`config.mk`:
```
export PLATFORM = sky130hd
export DESIGN_NAME = typec_source_attach_control
export DESIGN_NICKNAME = d
export VERILOG_FILES = /design/src/core/typec_source_attach_control.v
export VERILOG_INCLUDE_DIRS = /design/src /design/src/core
export SDC_FILE = /design/constraint.sdc
export NUM_CORES = 1
export LEC_CHECK = 0
export ABC_AREA = 1
export BUFFER_PORTS_ARGS = -buffer_cell sky130_fd_sc_hd__clkbuf_2
export CORE_ASPECT_RATIO = 0.9
export CORE_MARGIN = 1
export CORE_UTILIZATION = 45
export CTS_CLUSTER_SIZE = 10
export DETAILED_ROUTE_END_ITERATION = 8
export PLACE_DENSITY = 0.8
export SLEW_MARGIN = 20
export SYNTH_ARGS = -nofsm -noshare
export SYNTH_HDL_FRONTEND = slang
export SYNTH_SLANG_ARGS = --single-unit
```
`constraint.sdc`:
```
create_clock -name clk_i -period 1.79 [get_ports clk_i]
set_clock_uncertainty 0.2 [all_clocks]
set_input_delay 0.179 -clock clk_i [delete_from_list [all_inputs] [get_ports clk_i]]
set_output_delay 0.179 -clock clk_i [all_outputs]
set_load 0.005 [all_outputs]
```
`src/core/typec_consts.vh`:
```
// Constants for the Type-C source attach controller.
// Assumes inclusion by bare name from the design file; definitions only.
// Function
// - Watch both CC pins for attach, orientation.
// - Same pins: advertise, VCONN routing, accessory detect.
// - Ra on one pin only: everything off.
// - Rd plus Ra: VBUS on, attached low, VCONN.
// - Orientation low for Rd on second pin.
// - Rd both: debug low, VBUS off, CC1 detach.
// - Ra both: audio low, all off, CC2 detach.
// - Flags open-drain; system supplies pull-ups.
// - Straps pick default, 1.5A or 3A advertisement.
// - Current limit 1.7A, or 3.4A at 3A.
// - Load detect only at 3A, 1.95A threshold.
// - Overload holds VBUS and VCONN at limits.
// - Enabled into short: ramp, hold at limit.
// - Hot while limiting: switch off.
// - Restart after cooling hysteresis; repeat while overloaded.
`ifndef TYPEC_CONSTS_VH
`define TYPEC_CONSTS_VH
// CC pin termination codes
`define TERM_OPEN 2'h0
`define TERM_RD 2'h1
`define TERM_RA 2'h2
// Advertisement level codes
`define ADV_DEFAULT 2'h0
`define ADV_1A5 2'h1
`define ADV_3A 2'h2
// Current limit select codes
`define ILIM_LOW 1'h0
`define ILIM_HIGH 1'h1
// Current ramp step counts
`define RAMP_STEPS 4'hf
`define RAMP_ZERO 4'h0
`define RAMP_INC 4'h1
// Wishbone register byte offsets
`define REG_STATUS 4'h0
`define REG_MASK 4'h4
`define REG_STATE 4'h8
`define REG_CTRL 4'hc
// Event bits: attach, detach, thermal trip, overload, heavy load
`define EV_WIDTH 5
`define EV_ATTACH 0
`define EV_DETACH 1
`define EV_THERM 2
`define EV_OVL 3
`define EV_LOAD 4
`define CTRL_EN 0
`define CTRL_RESET 1'h1
`endif

```
`src/core/typec_source_attach_control.v`:
```
// Attach classification, power steering, advertisement and thermal cycling.
// Assumes synchronous comparator and thermal inputs; Wishbone classic slave.
`timescale 1ns/100ps
`include "typec_consts.vh"
module typec_source_attach_control (
    input wire clk_i,
    input wire rst_i,
    input wire [1:0] cc1_term_i,
    input wire [1:0] cc2_term_i,
    input wire adv_level_strap_i,
    input wire adv_high_strap_i,
    input wire overcurrent_i,
    input wire load_above_thresh_i,
    input wire temp_trip_i,
    input wire temp_cooled_i,
    input wire [3:0] wb_adr_i,
    input wire [31:0] wb_dat_i,
    input wire [3:0] wb_sel_i,
    input wire wb_we_i,
    input wire wb_cyc_i,
    input wire wb_stb_i,
    output reg [31:0] wb_dat_o,
    output reg wb_ack_o,
    output reg vbus_switch_en_o,
    output reg vconn_cc1_en_o,
    output reg vconn_cc2_en_o,
    output reg [1:0] adv_level_o,
    output reg ilim_sel_o,
    output reg load_detect_en_o,
    output reg [3:0] ilim_ramp_o,
    output wire orientation_flag_n_o,
    output wire orientation_flag_n_oe_o,
    output wire sink_attached_n_o,
    output wire sink_attached_n_oe_o,
    output wire audio_flag_n_o,
    output wire audio_flag_n_oe_o,
    output wire debug_flag_n_o,
    output wire debug_flag_n_oe_o,
    output wire heavy_load_flag_n_o,
    output wire heavy_load_flag_n_oe_o,
    output wire irq_o
);
    // One-hot attach states
    localparam [4:0] ST_IDLE = 5'h01;
    localparam [4:0] ST_SINK = 5'h02;
    localparam [4:0] ST_DEBUG = 5'h04;
    localparam [4:0] ST_AUDIO = 5'h08;
    localparam [4:0] ST_CABLE = 5'h10;
    // Thermal states
    localparam [2:0] TH_RUN = 3'h1;
    localparam [2:0] TH_OFF = 3'h2;
    localparam [2:0] TH_WAIT = 3'h4;

    reg [4:0] state_q;
    reg [4:0] state_d;
    reg orient_rev_q;
    reg orient_rev_d;
    reg vconn_on_cc1_q;
    reg vconn_on_cc1_d;
    reg vconn_on_cc2_q;
    reg vconn_on_cc2_d;
    reg [2:0] therm_q;
    reg [2:0] therm_d;
    reg [`EV_WIDTH-1:0] status_q;
    reg [`EV_WIDTH-1:0] mask_q;
    reg enable_q;
    reg attached_q;
    reg heavy_load_q;
    wire [`EV_WIDTH-1:0] events;
    wire bus_req;
    wire wr_now;
    wire sink_next;
    wire power_ok;
    wire strap_high;
    wire [3:0] ramp_next;
    wire [31:0] state_word;

    // Decoding used for both pins
    function is_rd;
        input [1:0] term;
        begin
            is_rd = (term == `TERM_RD);
        end
    endfunction

    function is_ra;
        input [1:0] term;
        begin
            is_ra = (term == `TERM_RA);
        end
    endfunction

    // Attach classification from the two CC terminations
    // Accessories take priority over a lone sink or cable
    always @* begin
        state_d = state_q;
        orient_rev_d = orient_rev_q;
        vconn_on_cc1_d = vconn_on_cc1_q;
        vconn_on_cc2_d = vconn_on_cc2_q;
        case (state_q)
            ST_IDLE, ST_CABLE: begin
                vconn_on_cc1_d = 1'b0;
                vconn_on_cc2_d = 1'b0;
                orient_rev_d = 1'b0;
                if (is_rd(cc1_term_i) && is_rd(cc2_term_i)) begin
                    state_d = ST_DEBUG;
                end else if (is_ra(cc1_term_i) && is_ra(cc2_term_i)) begin
                    state_d = ST_AUDIO;
                end else if (is_rd(cc1_term_i) || is_rd(cc2_term_i)) begin
                    state_d = ST_SINK;
                    orient_rev_d = is_rd(cc2_term_i);
                    vconn_on_cc1_d = is_ra(cc1_term_i);
                    vconn_on_cc2_d = is_ra(cc2_term_i);
                end else if (is_ra(cc1_term_i) || is_ra(cc2_term_i)) begin
                    // Cable alone: stay unpowered, a sink may still follow
                    state_d = ST_CABLE;
                end else begin
                    state_d = ST_IDLE;
                end
            end
            ST_SINK: begin
                // Detach when Rd leaves the pin it was found on
                if (orient_rev_q ? !is_rd(cc2_term_i) : !is_rd(cc1_term_i)) begin
                    state_d = ST_IDLE;
                    vconn_on_cc1_d = 1'b0;
                    vconn_on_cc2_d = 1'b0;
                    orient_rev_d = 1'b0;
                end
            end
            ST_DEBUG: begin
                if (!is_rd(cc1_term_i)) begin
                    state_d = ST_IDLE;
                end
            end
            ST_AUDIO: begin
                if (!is_ra(cc2_term_i)) begin
                    state_d = ST_IDLE;
                end
            end
            default: begin
                // Broken one-hot code: fall back to idle
                state_d = ST_IDLE;
            end
        endcase
        // Disable overrides everything, as if the port were open
        if (!enable_q) begin
            state_d = ST_IDLE;
            orient_rev_d = 1'b0;
            vconn_on_cc1_d = 1'b0;
            vconn_on_cc2_d = 1'b0;
        end
    end

    // Thermal cycling: trip only while limiting, restart after cooling
    always @* begin
        therm_d = therm_q;
        case (therm_q)
            TH_RUN: begin
                if (overcurrent_i && temp_trip_i) begin
                    therm_d = TH_OFF;
                end
            end
            TH_OFF: begin
                if (temp_cooled_i) begin
                    therm_d = TH_WAIT;
                end
            end
            TH_WAIT: begin
                therm_d = TH_RUN;
            end
            default: begin
                // Broken code: recover to run
                therm_d = TH_RUN;
            end
        endcase
    end

    // State registers
    always @(posedge clk_i) begin
        if (rst_i) begin
            state_q <= ST_IDLE;
            orient_rev_q <= 1'b0;
            vconn_on_cc1_q <= 1'b0;
            vconn_on_cc2_q <= 1'b0;
            therm_q <= TH_RUN;
        end else begin
            state_q <= state_d;
            orient_rev_q <= orient_rev_d;
            vconn_on_cc1_q <= vconn_on_cc1_d;
            vconn_on_cc2_q <= vconn_on_cc2_d;
            therm_q <= therm_d;
        end
    end

    // Shared qualifiers; VBUS and the ramp must agree cycle for cycle
    assign sink_next = (state_d == ST_SINK);
    assign power_ok = sink_next && (therm_d == TH_RUN);
    assign strap_high = adv_level_strap_i && adv_high_strap_i;
    assign ramp_next = ilim_ramp_o + `RAMP_INC; // Used only below the top step, so no wrap

    // Power steering, advertisement and current limit outputs
    always @(posedge clk_i) begin
        if (rst_i) begin
            vbus_switch_en_o <= 1'b0;
            vconn_cc1_en_o <= 1'b0;
            vconn_cc2_en_o <= 1'b0;
            adv_level_o <= `ADV_DEFAULT;
            ilim_sel_o <= `ILIM_LOW;
            load_detect_en_o <= 1'b0;
            ilim_ramp_o <= `RAMP_ZERO;
            attached_q <= 1'b0;
            heavy_load_q <= 1'b0;
        end else begin
            // Switch off on thermal trip; VBUS only for a sink
            vbus_switch_en_o <= power_ok;
            vconn_cc1_en_o <= vconn_on_cc1_d && (therm_d == TH_RUN);
            vconn_cc2_en_o <= vconn_on_cc2_d && (therm_d == TH_RUN);
            attached_q <= sink_next;
            if (strap_high) begin
                adv_level_o <= `ADV_3A;
                ilim_sel_o <= `ILIM_HIGH;
                load_detect_en_o <= 1'b1;
            end else begin
                adv_level_o <= adv_level_strap_i ? `ADV_1A5 : `ADV_DEFAULT;
                ilim_sel_o <= `ILIM_LOW;
                load_detect_en_o <= 1'b0;
            end
            // Heavy-load flag only means something at the 3A level
            heavy_load_q <= load_above_thresh_i && strap_high && sink_next;
            // Ramp up to the limit from zero after each switch-on, hold while overloaded
            if (!power_ok) begin
                ilim_ramp_o <= `RAMP_ZERO;
            end else if (ilim_ramp_o != `RAMP_STEPS) begin
                ilim_ramp_o <= ramp_next;
            end // Holds at full limit under overload
        end
    end

    // Open-drain flags: output data always low, enable pulls the pin down
    assign sink_attached_n_o = 1'b0;
    assign orientation_flag_n_o = 1'b0;
    assign audio_flag_n_o = 1'b0;
    assign debug_flag_n_o = 1'b0;
    assign heavy_load_flag_n_o = 1'b0;
    assign sink_attached_n_oe_o = attached_q;
    assign orientation_flag_n_oe_o = (state_q == ST_SINK) && orient_rev_q;
    assign audio_flag_n_oe_o = (state_q == ST_AUDIO);
    assign debug_flag_n_oe_o = (state_q == ST_DEBUG);
    assign heavy_load_flag_n_oe_o = heavy_load_q;

    // Event sources: attach, detach and thermal are pulses; overload and heavy load are levels
    // Detach also fires when software disables the port
    assign events[`EV_ATTACH] = (state_d == ST_SINK) && (state_q != ST_SINK);
    assign events[`EV_DETACH] = (state_q == ST_SINK) && (state_d != ST_SINK);
    assign events[`EV_THERM] = (therm_q == TH_RUN) && (therm_d == TH_OFF);
    assign events[`EV_OVL] = overcurrent_i && (state_q == ST_SINK);
    assign events[`EV_LOAD] = heavy_load_q;

    // Read view of the attach state; a cable alone shows no state bit
    assign state_word = {22'h000000, orient_rev_q, therm_q, adv_level_o, state_q[3:0]};

    assign bus_req = wb_cyc_i && wb_stb_i && !wb_ack_o;
    assign wr_now = bus_req && wb_we_i && wb_sel_i[0];

    // Wishbone slave: one wait state, ack one cycle after request
    always @(posedge clk_i) begin
        if (rst_i) begin
            wb_ack_o <= 1'b0;
            wb_dat_o <= 32'h0000_0000;
            status_q <= {`EV_WIDTH{1'b0}};
            mask_q <= {`EV_WIDTH{1'b0}};
            enable_q <= `CTRL_RESET;
        end else begin
            wb_ack_o <= bus_req;
            // Set wins over write-one-to-clear so no event is lost
            if (wr_now && (wb_adr_i == `REG_STATUS)) begin
                status_q <= (status_q & ~wb_dat_i[`EV_WIDTH-1:0]) | events;
            end else begin
                status_q <= status_q | events;
            end
            if (wr_now && (wb_adr_i == `REG_MASK)) begin
                mask_q <= wb_dat_i[`EV_WIDTH-1:0];
            end
            if (wr_now && (wb_adr_i == `REG_CTRL)) begin
                enable_q <= wb_dat_i[`CTRL_EN];
            end
            // Read data stands only in the ack cycle
            wb_dat_o <= 32'h0000_0000;
            if (bus_req && !wb_we_i) begin
                case (wb_adr_i)
                    `REG_STATUS: wb_dat_o <= {{(32-`EV_WIDTH){1'b0}}, status_q};
                    `REG_MASK: wb_dat_o <= {{(32-`EV_WIDTH){1'b0}}, mask_q};
                    `REG_STATE: wb_dat_o <= state_word;
                    `REG_CTRL: wb_dat_o <= {31'h00000000, enable_q};
                    // Unmapped offsets read zero but are still acked
                    default: wb_dat_o <= 32'h0000_0000;
                endcase
            end
        end
    end

    // Level interrupt while any unmasked event is pending
    assign irq_o = |(status_q & mask_q);

endmodule // typec_source_attach_control

```
==> results of run 1 <==
==> registers in the layout (all words and copies together) (netlist names), 2 cells and up <==
signal,flops
adv_level_o,2
ilim_ramp_o,4
mask_q,5
state_q,5
status_q,5
therm_q,3
wb_dat_o,10
==> repair_timing <==
| action | in CTS | in global routing |
|---|---|---|
| resized for setup | 0 | 6 |
| hold buffers | 13 | 1 |
| endpoints found under the hold margin | 13 | 1 |
| setup endpoints to repair | 0 | 11 |
| buffers inserted | 0 | 2 |
==> critical path, stage by stage (launching register included) <==
cell and delay [ns]:
dfxtp_1 0.35, nor2_2 0.14, nand2_2 0.07, nor2_4 0.12, inv_1 0.09, nor2_1 0.09, clkbuf_2 0.12
==> layout by cell type (no fill, tap or decap) <==
cell           netlist  final
a21oi_1             13     13
a221o_1              1      1
mux2i_1              1      1
nor2_2               3      5
buf_4               29      5
nand4_4              0      1
o22ai_1              2      2
o21ai_2              1      1
o21ai_1              1      1
xnor2_1              1      1
nand4_1              4      4
nand2_4              2      2
conb_1               1     27
bufinv_16            0      1
ha_1                 1      1
o211ai_1             3      3
a211oi_1             1      1
nor3_2               1      1
o21ai_0             11     11
nand2_2              5      5
nand3_2              1      1
nor2_4               5      5
inv_1               40     37
nand2_1             55     55
nand3_1             19     19
clkinv_1             1      1
dlygate4sd3_1        0     14
inv_2                3      6
nor3_1               5      5
clkbuf_2             0     52
nor2_1              32     30
dfxtp_1             44     44
clkbuf_8             0      7
nand3b_1             1      1
==> per-stage QoR <==
step	hold slack, ns	power [mW]	instances
6_report	0.0140	2.18	426
2_1_floorplan	0.0481	1.31	315
4_1_cts	0.00495	2.18	423
5_1_grt	0.0225	2.29	426
3_3_place_gp	0.156	1.35	402
3_5_place_dp	0.161	1.36	402
==> worst max path at each step <==
stage	startpoint	end	cells past startpoint
global placement	wb_ack_o	status_q[4]	7
finish	state_q[0]	orientation_flag_n_oe_o	6
global route	wb_adr_i[0]	mask_q[1]	9
detailed placement	state_q[2]	ilim_ramp_o[3]	7
CTS	state_q[0]	orientation_flag_n_oe_o	6
floorplan	wb_ack_o	status_q[4]	7
==> layer usage <==
metal	vias to the layer above	track usage	wire (um)
met1	871	0.228	1990
li1	998	-	-
met3	13	0.0522	290
met2	86	0.340	2240
met4	0	0.0660	105
met5	-	0	0
==> power by group through the flow <==
stage                     clock, mW  sequential, mW  combinational, mW
after CTS                     0.823            1.05              0.314
after floorplan                   0            1.06              0.244
after global routing          0.867            1.05              0.369
after global placement            0            1.07              0.283
final                         0.809            1.05              0.327
after detailed placement          0            1.07              0.290
==> final cells by class <==
class                      count  area (um2)  share of cell area
clock buffer                   7        96.3              0.0362
multi-input combinational    197         973               0.366
clock inverter                 1        30.0              0.0113
tap                           62        77.6              0.0291
inverter                      44         165              0.0621
timing repair buffer          71         438               0.165
sequential                    44         881               0.331
==> logic make-up (layout without fill, tap and decap cells) <==
logic type / count (synthesis) / after routing
and+or+nand+nor: 134 / 134
buffers and inverters: 74 / 123
DFF: 44 / 44
AOI/OAI and AO/OA: 33 / 33
adders and majority gates: 1 / 1
other: 1 / 27
xor gates and xnor gates: 1 / 1
muxes: 1 / 1
==> Implementation_results.wiki, run 1 <==
{| class="wikitable"
! Metric !! Value
|-
| Post-synthesis sequential area ratio || 0.414
|-
| Setup repair after global routing missed its margin || yes
|-
| Post-layout net count || 419
|-
| Number of CTS-inserted buffers || 5
|-
| Post-synthesis adder-cell area fraction || 0.00588
|-
| Clock-pin slew reported for the worst setup and hold paths after clock tree synthesis || 0.07 ns
|-
| Worst R2R Setup Slack || 0.29 ns
|-
| Hold Path Sink || wb_ack_o
|-
| Post-synthesis share of cell area spent on xor and xnor gates || 0.00411
|-
| Count of mapped cells out of synthesis || 289
|-
| Remaining antenna violation count || 0
|-
| Leakage power figure || 1.37 nW
|-
| Top-area cell type share of the netlist area || 0.414
|-
| Number of synthesized flops with an enable pin || 0
|-
| Insertion delay of the later-clocked pin in the worst-skew pair || 0.29 ns
|-
| Number of top-level design ports || 110
|-
| Total cell area at the placement stage || 2370 um2
|-
| Vias per cell || 4.62
|-
| Top FF cell, synth || dfxtp_1
|-
| End-of-flow core utilization || 0.593
|-
| Post-detailed-routing wire length || 4.62 mm
|-
| Multiplexer area fraction after synthesis || 0.00470
|-
| Min-delay worst type || input port to flip-flop
|-
| Avg WL per Cell || 10.8 um
|-
| Total power per unit cell area || 820 nW/um2
|-
| Fraction of layout cells with a size suffix above 1 || 0.253
|-
| HPWL after detailed placement || 3.44 mm
|-
| Final worst path period need || 1.66 ns
|-
| Max frequency || 0.604 GHz
|-
| IO buf count || 52
|-
| P_int || 1.64 mW
|-
| First-pass GRT wire length || 7.34 mm
|-
| Share of synthesized cell area in and, or, nand and nor gates || 0.301
|-
| Register bit total from synthesis || 44
|-
| Number of buffers between clock root and the deepest sink || 2
|-
| Area of the placeable core || 4490 um2
|-
| FFs w/ async S/R, synth || 0
|-
| Synth cell count leaders || nand2_1, dfxtp_1, inv_1
|-
| Number of global-route vias before repair || 1752
|-
| Final Max Tran Viols || 0
|-
| Final sum of negative setup slack || 0 ns
|-
| Main area contributors after synthesis || dfxtp_1, buf_4, nand2_1
|-
| Clock tree from TritonCTS || done
|-
| Die Outline Area || 5010 um2
|-
| Filler cells || 423
|-
| Distinct cell type count of the synthesized netlist || 31
|-
| Source of the worst register-to-register timing path || state_q[0]
|-
| Crit-path max FO || 4
|-
| Violation count after the first detailed-route iteration || 148
|-
| Number of standard-cell rows in the floorplan || 23
|-
| Starting Density || 0.474
|-
| End of the worst register-to-register path || ilim_ramp_o[3]
|-
| CP Capture Type || output pin
|-
| Switching Power || 0.547 mW
|-
| Die Height || 67.3 um
|-
| Area fraction in compound gates after synthesis || 0.0875
|-
| Net Sw Frac || 0.251
|-
| Comb power frac || 0.150
|-
| Layout Area Growth over Synthesis || 25.0%
|-
| Maximum number of pins on one net before global-route repair || 14
|-
| Count of H-tree levels built during CTS || 2
|-
| Cell depth of the worst hold path || 3
|-
| Cell chosen for the clock root || clkbuf_8
|-
| Die width || 74.5 um
|-
| GRT Util Overall || 0.194
|-
| Post-synthesis cell area || 2130 um2
|-
| Syn avg cell area || 7.37 um2
|-
| Worst Hold Launch || wb_cyc_i
|-
| Summed area of non-filler cells in the final layout || 2660 um2
|-
| Overflow after GRT || 0
|-
| # diodes || 0
|-
| Initial antenna violation count || 0
|-
| Sequential fraction of design power || 0.480
|-
| Max-cap check violation count || 0
|-
| Maximum resistive drop on vdd || 0.000346 V
|-
| Final hold violation count || 0
|-
| Residual DRC || 0
|-
| Setup violation total in the final timing report || 0
|-
| Final critical-path share of the clock period || 0.925
|-
| Required arrival time at the worst endpoint || 1.41 ns
|-
| Vias post-DR || 1968
|-
| Worst R2R Path Depth || 8
|-
| Placer congestion estimate || 0.856
|-
| Startpoint Class || flip-flop
|-
| Final worst setup slack || 0.134 ns
|-
| Most frequent cell after synthesis || nand2_1
|-
| Area leader, netlist || dfxtp_1
|-
| Result of the run || complete, no violations
|-
| Data arrival, critical path || 1.28 ns
|-
| Clock group share of total power || 0.370
|-
| CTS sink cnt || 44
|-
| Largest family of logic cells by synthesized area || simple AND/OR/NAND/NOR gates
|-
| Synthesis Warnings || 0
|-
| Worst slack at placement || 0.324 ns
|-
| Crit Path Class || flip-flop to output pin
|-
| DRT Pass-1 Iters || 4
|}
Note: power is estimated with default switching activity, not from simulation.
==> run 2, diff against run 1 <==
--- a/config.mk
+++ b/config.mk
@@ -8,12 +8,14 @@
 export LEC_CHECK = 0
 export ABC_AREA = 1
 export BUFFER_PORTS_ARGS = -buffer_cell sky130_fd_sc_hd__clkbuf_2
+export CELL_PAD_IN_SITES_DETAIL_PLACEMENT = 1
+export CELL_PAD_IN_SITES_GLOBAL_PLACEMENT = 1
 export CORE_ASPECT_RATIO = 0.9
 export CORE_MARGIN = 1
-export CORE_UTILIZATION = 45
+export CORE_UTILIZATION = 31
 export CTS_CLUSTER_SIZE = 10
 export DETAILED_ROUTE_END_ITERATION = 8
-export PLACE_DENSITY = 0.8
+export PLACE_DENSITY_LB_ADDON = 0.1
 export SLEW_MARGIN = 20
 export SYNTH_ARGS = -nofsm -noshare
 export SYNTH_HDL_FRONTEND = slang
==> run 2 against run 1 <==
Compared with the run above: sequential share of layout area shrank 0.55 points; combinational power up 2%; first-iteration DRC count decreased by 84%; setup slack improved by 0.00069 ns; highest routed layer unchanged.
==> Implementation_results.wiki, run 2 (synthesis gave the netlist of run 1 again) <==
{| class="wikitable"
! Metric !! Value
|-
| Result of the run || complete, no violations (unchanged)
|-
| IO buf count || 52 (unchanged)
|-
| DRT Pass-1 Iters || 4 (unchanged)
|-
| Critical path, cell by cell || dlygate4sd3_1, clkbuf_2, nor2_4, dlygate4sd3_1, nand3_1, inv_1 (was nor2_2, nand2_2, nor2_4, inv_1, nor2_1, clkbuf_2)
|-
| Placer congestion estimate || 0.851 (was 0.856)
|-
| Sequential fraction of design power || 0.484 (was 0.480)
|-
| Fraction of layout cells with a size suffix above 1 || 0.252 (was 0.253)
|-
| Layout Area Growth over Synthesis || 27.1% (was 25.0%)
|-
| Vias per cell || 4.25 (was 4.62)
|-
| Startpoint Class || input port (was flip-flop)
|-
| Number of standard-cell rows in the floorplan || 28 (was 23)
|-
| Final Max Tran Viols || 0 (unchanged)
|-
| Starting Density || 0.322 (was 0.474)
|-
| Number of top-level design ports || 110 (unchanged)
|-
| Comb power frac || 0.155 (was 0.150)
|-
| Final hold violation count || 0 (unchanged)
|-
| Residual DRC || 0 (unchanged)
|-
| Worst R2R Setup Slack || 0.25 ns (was 0.29 ns)
|-
| Net Sw Frac || 0.275 (was 0.251)
|-
| Required arrival time at the worst endpoint || 1.84 ns (was 1.41 ns)
|-
| Overflow after GRT || 0 (unchanged)
|-
| Largest Register || wb_dat_o (unchanged)
|-
| Min-delay worst type || input port to flip-flop (unchanged)
|-
| Gates resized, CTS repair || 0 (unchanged)
|-
| Crit Path Class || input port to flip-flop (was flip-flop to output pin)
|-
| GRT Util Overall || 0.161 (was 0.194)
|-
| Initial antenna violation count || 0 (unchanged)
|-
| HPWL after detailed placement || 4.39 mm (was 3.44 mm)
|-
| Final critical-path share of the clock period || 0.925 (about the same)
|-
| Filler cells || 865 (was 423)
|-
| Buf/Inv on CP || 4 (was 2)
|-
| Crit path max-delay family || buffers and inverters (was simple AND/OR/NAND/NOR gates)
|-
| CTS sink cnt || 44 (unchanged)
|-
| Commonest cells after routing, fill and taps aside || nand2_1, clkbuf_2, dfxtp_1 (unchanged)
|-
| Clock group share of total power || 0.361 (was 0.370)
|-
| Total placed cells including tap cells || 437 (was 402)
|-
| Slowest library cell on the worst path || dlygate4sd3_1 (was dfxtp_1)
|-
| CP Capture Type || flip-flop (was output pin)
|-
| Commonest non-fill, non-tap cell in the layout || nand2_1 (unchanged)
|-
| Avg WL per Cell || 11.9 um (was 10.8 um)
|-
| Vias post-DR || 1951 (was 1968)
|-
| Cell chosen for the clock root || clkbuf_8 (unchanged)
|-
| Clock-pin slew reported for the worst setup and hold paths after clock tree synthesis || 0.09 ns (was 0.07 ns)
|-
| Insertion delay of the later-clocked pin in the worst-skew pair || 0.29 ns (about the same)
|-
| Die Outline Area || 7210 um2 (was 5010 um2)
|-
| Post-layout net count || 424 (was 419)
|-
| Number of buffers between clock root and the deepest sink || 2 (unchanged)
|-
| First-pass GRT wire length || 8.76 mm (was 7.34 mm)
|-
| Maximum resistive drop on vdd || 0.000377 V (was 0.000346 V)
|-
| Number of global-route vias before repair || 1860 (was 1752)
|-
| Clock tree from TritonCTS || done (unchanged)
|-
| Max frequency || 0.604 GHz (about the same)
|-
| Maximum number of pins on one net before global-route repair || 16 (was 14)
|-
| Number of CTS-inserted buffers || 5 (unchanged)
|-
| Die width || 89.4 um (was 74.5 um)
|-
| Total power per unit cell area || 799 nW/um2 (was 820 nW/um2)
|-
| Data arrival, critical path || 1.70 ns (was 1.28 ns)
|-
| Flip-flop count of the largest register after layout || 10 (unchanged)
|-
| Switching Power || 0.595 mW (was 0.547 mW)
|-
| Post-detailed-routing wire length || 5.45 mm (was 4.62 mm)
|-
| Post-layout instance count excluding filler cells || 459 (was 426)
|-
| Count of H-tree levels built during CTS || 2 (unchanged)
|-
| Setup violation total in the final timing report || 0 (unchanged)
|-
| Stage delay of the slowest cell on the critical path || 0.58 ns (was 0.35 ns)
|-
| Final worst path period need || 1.66 ns (about the same)
|-
| Crit-path max FO || 5 (was 4)
|-
| Remaining antenna violation count || 0 (unchanged)
|-
| Die Height || 80.6 um (was 67.3 um)
|-
| Leakage power figure || 1.39 nW (was 1.37 nW)
|-
| Violation count after the first detailed-route iteration || 24 (was 148)
|-
| P_int || 1.57 mW (was 1.64 mW)
|-
| # diodes || 0 (unchanged)
|-
| Setup repair after global routing missed its margin || no (was yes)
|-
| Area of the placeable core || 6620 um2 (was 4490 um2)
|-
| Most common cell type on the critical path || dlygate4sd3_1
|-
| Max-cap check violation count || 0 (unchanged)
|-
| Final sum of negative setup slack || 0 ns (unchanged)
|}
==> run 2: changes by cell type in the layout (fill, tap and decap cells not counted) <==
cell,previous run,this run
clkbuf_8,7,5
inv_1,37,40
nor2_2,5,3
buf_4,5,11
dlygate4sd3_1,14,13
nor2_1,30,32
nand4_4,1,0
inv_6,0,1
inv_2,6,3
nand4_2,0,1
clkinvlp_4,0,1
==> run 2: worst reg2reg max path, stage by stage, from the launching register on <==
cell and delay (ns):
dfxtp_1 0.35, nor2_2 0.14, nand2_2 0.07, nor2_4 0.11, buf_4 0.15, nand2_2 0.09, nand2_4 0.09, nand4_2 0.15
nor2_1 0.13
==> run 2: power groups by stage <==
| stage | Clock, mW | Combinational [mW] | Sequential, mW |
|---|---|---|---|
| floorplan | 0 | 0.244 | 1.06 |
| global placement | 0 | 0.312 | 1.07 |
| detailed placement | 0 | 0.315 | 1.07 |
| CTS | 0.808 | 0.340 | 1.05 |
| global route | 0.845 | 0.386 | 1.05 |
| finish | 0.782 | 0.335 | 1.05 |
==> run 2: final cells by class <==
class | count | area [um2] | area share
Clock buffer | 5 | 68.8 | 0.0254
Sequential cell | 44 | 881 | 0.325
Timing Repair Buffer | 76 | 473 | 0.175
Tap cell | 90 | 113 | 0.0416
Inverter | 44 | 165 | 0.0610
Clock inverter | 3 | 46.3 | 0.0171
Multi-Input combinational cell | 197 | 960 | 0.355
==> run 2: per-stage QoR <==
stage	util	hold slack [ns]	total power, mW	worst slack, ns	instance area (um2)
floorplan	-	0.0481	1.31	0.464	2230
global placement	0.371	0.158	1.38	0.265	2450
detailed placement	0.371	0.155	1.38	0.279	2450
CTS	0.409	0.00183	2.20	0.104	2710
global route	0.409	0.0184	2.28	0.00332	2710
finish	0.409	0.00796	2.16	0.134	2710
==> run 2: repair_timing <==
item                                    4_1_cts  5_1_grt
endpoints found under the setup margin        1        0
hold endpoints to repair                     12        0
hold buffers                                 13        0
buffers inserted                              1        0
==> run 2: path summary, 6_finish.rpt <==
path                     from              to  cells after the start
setup / recovery  wb_adr_i[1]     wb_dat_o[3]                      6
hold / removal    wb_dat_i[0]        enable_q                      3
setup reg to reg   state_q[0]  ilim_ramp_o[1]                      8
hold reg to reg    therm_q[2]     wb_dat_o[8]                      2
==> run 2: metal layers <==
layer | vias to the layer above | part of all wire | wire [um] | global-route usage
li1 | 1004 | - | - | -
met1 | 898 | 0.49 | 2650 | 0.215
met2 | 47 | 0.48 | 2590 | 0.269
met5 | - | 0 | 0 | 0
met3 | 2 | 0.033 | 177 | 0.0277
met4 | 0 | 0.0048 | 26 | 0.0381
==> run 3, diff against run 2 <==
--- a/config.mk
+++ b/config.mk
@@ -6,13 +6,13 @@
 export SDC_FILE = /design/constraint.sdc
 export NUM_CORES = 1
 export LEC_CHECK = 0
-export ABC_AREA = 1
+export ABC_AREA = 0
 export BUFFER_PORTS_ARGS = -buffer_cell sky130_fd_sc_hd__clkbuf_2
 export CELL_PAD_IN_SITES_DETAIL_PLACEMENT = 1
 export CELL_PAD_IN_SITES_GLOBAL_PLACEMENT = 1
 export CORE_ASPECT_RATIO = 0.9
 export CORE_MARGIN = 1
-export CORE_UTILIZATION = 31
+export CORE_UTILIZATION = 32
 export CTS_CLUSTER_SIZE = 10
 export DETAILED_ROUTE_END_ITERATION = 8
 export PLACE_DENSITY_LB_ADDON = 0.1
==> constraint.sdc (replaced) <==
create_clock -name clk_i -period 1.6 [get_ports clk_i]
set_clock_uncertainty 0.2 [all_clocks]
set_input_delay 0.16 -clock clk_i [delete_from_list [all_inputs] [get_ports clk_i]]
set_output_delay 0.16 -clock clk_i [all_outputs]
set_load 0.005 [all_outputs]
==> run 3 against run 2 <==
Compared with the run above: the flow now finishes with violations (negative setup slack); final cell count decreased by 0.44%; utilization increased by 10 points; critical path depth unchanged; critical endpoint is now orient_rev_q; critical path type is now flip-flop to flip-flop; combinational power increased to 2.7 times the previous value; total power increased by 41%; sequential power increased by 15%; first-iteration DRC count increased by 67%; area after synthesis increased by 3.8%.
==> Implementation_results.wiki, run 3 <==
{| class="wikitable"
! Metric !! Value
|-
| Remaining antenna violation count || 0 (unchanged)
|-
| Final Max Tran Viols || 0 (unchanged)
|-
| Net Sw Frac || 0.300 (was 0.275)
|-
| Total cell area at the placement stage || 2690 um2 (was 2450 um2)
|-
| Residual DRC || 0 (unchanged)
|-
| Count of H-tree levels built during CTS || 2 (unchanged)
|-
| Top FF cell, synth || dfxtp_1 (unchanged)
|-
| Result of the run || finished with violations (was complete, no violations)
|-
| Clock tree from TritonCTS || done (unchanged)
|-
| Sequential fraction of design power || 0.395 (was 0.484)
|-
| Max-cap check violation count || 0 (unchanged)
|-
| Max transition margin || 0.522
|-
| Clock-pin slew reported for the worst setup and hold paths after clock tree synthesis || 0.09 ns (about the same)
|-
| P_int || 2.14 mW (was 1.57 mW)
|-
| Avg WL per Cell || 15.3 um (was 11.9 um)
|-
| Setup violation total in the final timing report || 31 (was 0)
|-
| Setup repair after global routing missed its margin || yes (was no)
|-
| Number of synthesized flops with an enable pin || 0 (unchanged)
|-
| CTS sink cnt || 44 (unchanged)
|-
| Source of the worst register-to-register timing path || state_q[4] (was state_q[0])
|-
| Top-area cell type share of the netlist area || 0.398 (was 0.414)
|-
| Largest Register || wb_dat_o (unchanged)
|-
| Maximum resistive drop on vdd || 0.000340 V (was 0.000377 V)
|-
| Clock group share of total power || 0.306 (was 0.361)
|-
| Startpoint of the most critical setup path || state_q[4] (was wb_adr_i[1])
|-
| Post-synthesis sequential area ratio || 0.398 (was 0.414)
|-
| Area leader, netlist || dfxtp_1 (unchanged)
|-
| Final sum of negative setup slack || -3.97 ns (was 0 ns)
|-
| GRT Util Overall || 0.201 (was 0.161)
|-
| Final worst setup slack || -0.282 ns (was 0.134 ns)
|-
| Violations in the final reports || negative setup slack
|-
| Cell chosen for the clock root || clkbuf_8 (unchanged)
|-
| DRT Pass-1 Iters || 4 (unchanged)
|-
| FFs w/ async S/R, synth || 0 (unchanged)
|-
| Starting Density || 0.334 (was 0.322)
|-
| Fraction of layout cells with a size suffix above 1 || 0.471 (was 0.252)
|-
| Actual slew at the worst max-slew pin || 0.716 ns
|-
| Post-synthesis cell area || 2210 um2 (was 2130 um2)
|-
| Commonest cells after routing, fill and taps aside || clkbuf_2, buf_4, dfxtp_1 (was nand2_1, clkbuf_2, dfxtp_1)
|-
| Die Outline Area || 7250 um2 (was 7210 um2)
|-
| Register bit total from synthesis || 44 (unchanged)
|-
| Worst slack at placement || -0.322 ns (was 0.279 ns)
|-
| Switching Power || 0.917 mW (was 0.595 mW)
|-
| Main area contributors after synthesis || dfxtp_1, buf_4, nor2_1 (was dfxtp_1, buf_4, nand2_1)
|-
| Layout Area Growth over Synthesis || 52.8% (was 27.1%)
|-
| Initial antenna violation count || 0 (unchanged)
|-
| Placer congestion estimate || 0.773 (was 0.851)
|-
| Synthesis Warnings || 0 (unchanged)
|-
| Insertion delay of the later-clocked pin in the worst-skew pair || 0.31 ns (was 0.29 ns)
|-
| Number of global-route vias before repair || 2246 (was 1860)
|-
| Total power per unit cell area || 905 nW/um2 (was 799 nW/um2)
|-
| Min-delay worst type || input port to flip-flop (unchanged)
|-
| Crit Path Class || flip-flop to flip-flop (was input port to flip-flop)
|-
| Final hold violation count || 0 (unchanged)
|-
| Leakage power figure || 1.47 nW (was 1.39 nW)
|-
| End-of-flow core utilization || 0.510 (was 0.409)
|-
| Post-detailed-routing wire length || 6.98 mm (was 5.45 mm)
|-
| Final worst path period need || 1.88 ns
|-
| Crit-path max FO || 3 (was 5)
|-
| CP Capture Type || flip-flop (unchanged)
|-
| Maximum number of pins on one net before global-route repair || 15 (was 16)
|-
| Required arrival time at the worst endpoint || 1.60 ns (was 1.84 ns)
|-
| Commonest non-fill, non-tap cell in the layout || clkbuf_2 (was nand2_1)
|-
| Comb power frac || 0.299 (was 0.155)
|-
| Die width || 89.6 um (was 89.4 um)
|-
| Worst Hold Launch || temp_trip_i (was wb_dat_i[0])
|-
| Number of top-level design ports || 110 (unchanged)
|-
| Flip-flop count of the largest register after layout || 10 (unchanged)
|-
| Die Height || 80.9 um (was 80.6 um)
|-
| Max frequency || 0.531 GHz
|-
| Distinct cell type count of the synthesized netlist || 48 (was 31)
|-
| Vias post-DR || 2158 (was 1951)
|-
| # diodes || 0 (unchanged)
|-
| Startpoint Class || flip-flop (was input port)
|-
| Number of CTS-inserted buffers || 5 (unchanged)
|-
| Final critical-path share of the clock period || 1.18
|-
| First-pass GRT wire length || 10.9 mm (was 8.76 mm)
|-
| Summed area of non-filler cells in the final layout || 3380 um2 (was 2710 um2)
|-
| Number of standard-cell rows in the floorplan || 28 (unchanged)
|-
| Syn avg cell area || 8.70 um2 (was 7.37 um2)
|-
| Area of the placeable core || 6620 um2 (unchanged)
|-
| Vias per cell || 4.72 (was 4.25)
|-
| Number of buffers between clock root and the deepest sink || 2 (unchanged)
|-
| Most frequent cell after synthesis || dfxtp_1 (was nand2_1)
|-
| Overflow after GRT || 0 (unchanged)
|-
| Count of mapped cells out of synthesis || 254 (was 289)
|-
| Synth cell count leaders || dfxtp_1, buf_4, nor2_1 (was nand2_1, dfxtp_1, inv_1)
|-
| HPWL after detailed placement || 4.50 mm (was 4.39 mm)
|-
| IO buf count || 52 (unchanged)
|-
| Data arrival, critical path || 1.88 ns (was 1.70 ns)
|-
| Post-layout net count || 422 (was 424)
|-
| Violation count after the first detailed-route iteration || 40 (was 24)
|}
## run 3: cell count changes in the layout (fill, tap and decap cells not counted), moves of 5 or more
cell      delta
nand2b_1     +8
o21ai_0     -10
nand2_1     -39
nand3_1     -14
dfxtp_4      +5
nor2_1      -11
mux2i_1      +5
and3_1       +5
buf_6       +16
inv_1       -38
nor2b_1      +5
buf_4       +28
a21oi_2      +5
dfxtp_1      -6
## run 3: through the flow
| step | hold slack [ns] | total power [mW] | cells |
|---|---|---|---|
| after global routing | 0.0757 | 3.20 | 457 |
| after detailed placement | 0.154 | 1.78 | 420 |
| after CTS | 0.0596 | 2.94 | 454 |
| after floorplan | 0.0361 | 1.58 | 280 |
| after global placement | 0.151 | 1.77 | 420 |
| final | 0.0573 | 3.06 | 457 |
## run 3: worst max-delay path: stages, from the launching register on
cell,delay [ns]
dfxtp_4,0.37
nand2b_4,0.17
or4_4,0.45
buf_4,0.15
buf_6,0.11
o211ai_1,0.22
a21oi_2,0.09
## run 3: final timing paths
check                           slack, ns           end  depth (start not counted)
worst max register to register      -0.28  orient_rev_q                          6
worst min-delay path                 0.06    therm_q[1]                          4
worst max-delay path                -0.28  orient_rev_q                          6
worst min register to register       0.28    therm_q[2]                          1
## run 3: layout make-up
cell class	instances	area (um2)
clock inverters	2	38.8
fillers	786	3240
flip-flops and latches	44	901
repair buffers	118	853
inverters	4	15.0
multi-input cells	193	1380
well taps	90	113
clock buffers	6	82.6
## run 3: power groups by stage
stage	Combinational (mW)	Clock, mW	Sequential (mW)
2_1_floorplan	0.384	0	1.20
3_3_place_gp	0.545	0	1.23
3_5_place_dp	0.555	0	1.22
4_1_cts	0.788	0.951	1.20
5_1_grt	0.985	1.00	1.21
6_report	0.915	0.934	1.21
## run 3: what timing repair did
| item | 4_1_cts | 5_1_grt |
|---|---|---|
| buffers inserted | 12 | 5 |
| hold endpoints to repair | 17 | 0 |
| gates cloned | 1 | 0 |
| setup endpoints to repair | 39 | 41 |
| hold buffers | 13 | 0 |
| resized for setup | 48 | 37 |
| pin swaps | 22 | 36 |
## run 3: cells by family after synthesis
| kind of cell | after synthesis | share of synthesized area |
|---|---|---|
| AO/OA/AOI/OAI | 33 | 0.101 |
| XOR/XNOR | 5 | 0.0198 |
| adder cells (fa/ha/maj) | 1 | 0.00566 |
| buffers and inverters | 43 | 0.133 |
| flip-flops | 44 | 0.398 |
| multiplexers | 7 | 0.0374 |
| other | 1 | 0.00170 |
| AND/OR/NAND/NOR | 120 | 0.303 |
## run 3: per-layer routing
layer	part of all wire	wire length (um)	vias up	GRT usage
li1	-	-	1039	-
met1	0.43	2990	1046	0.236
met2	0.50	3480	59	0.351
met3	0.048	334	14	0.0508
met4	0.025	176	0	0.0746
met5	0	0	-	0
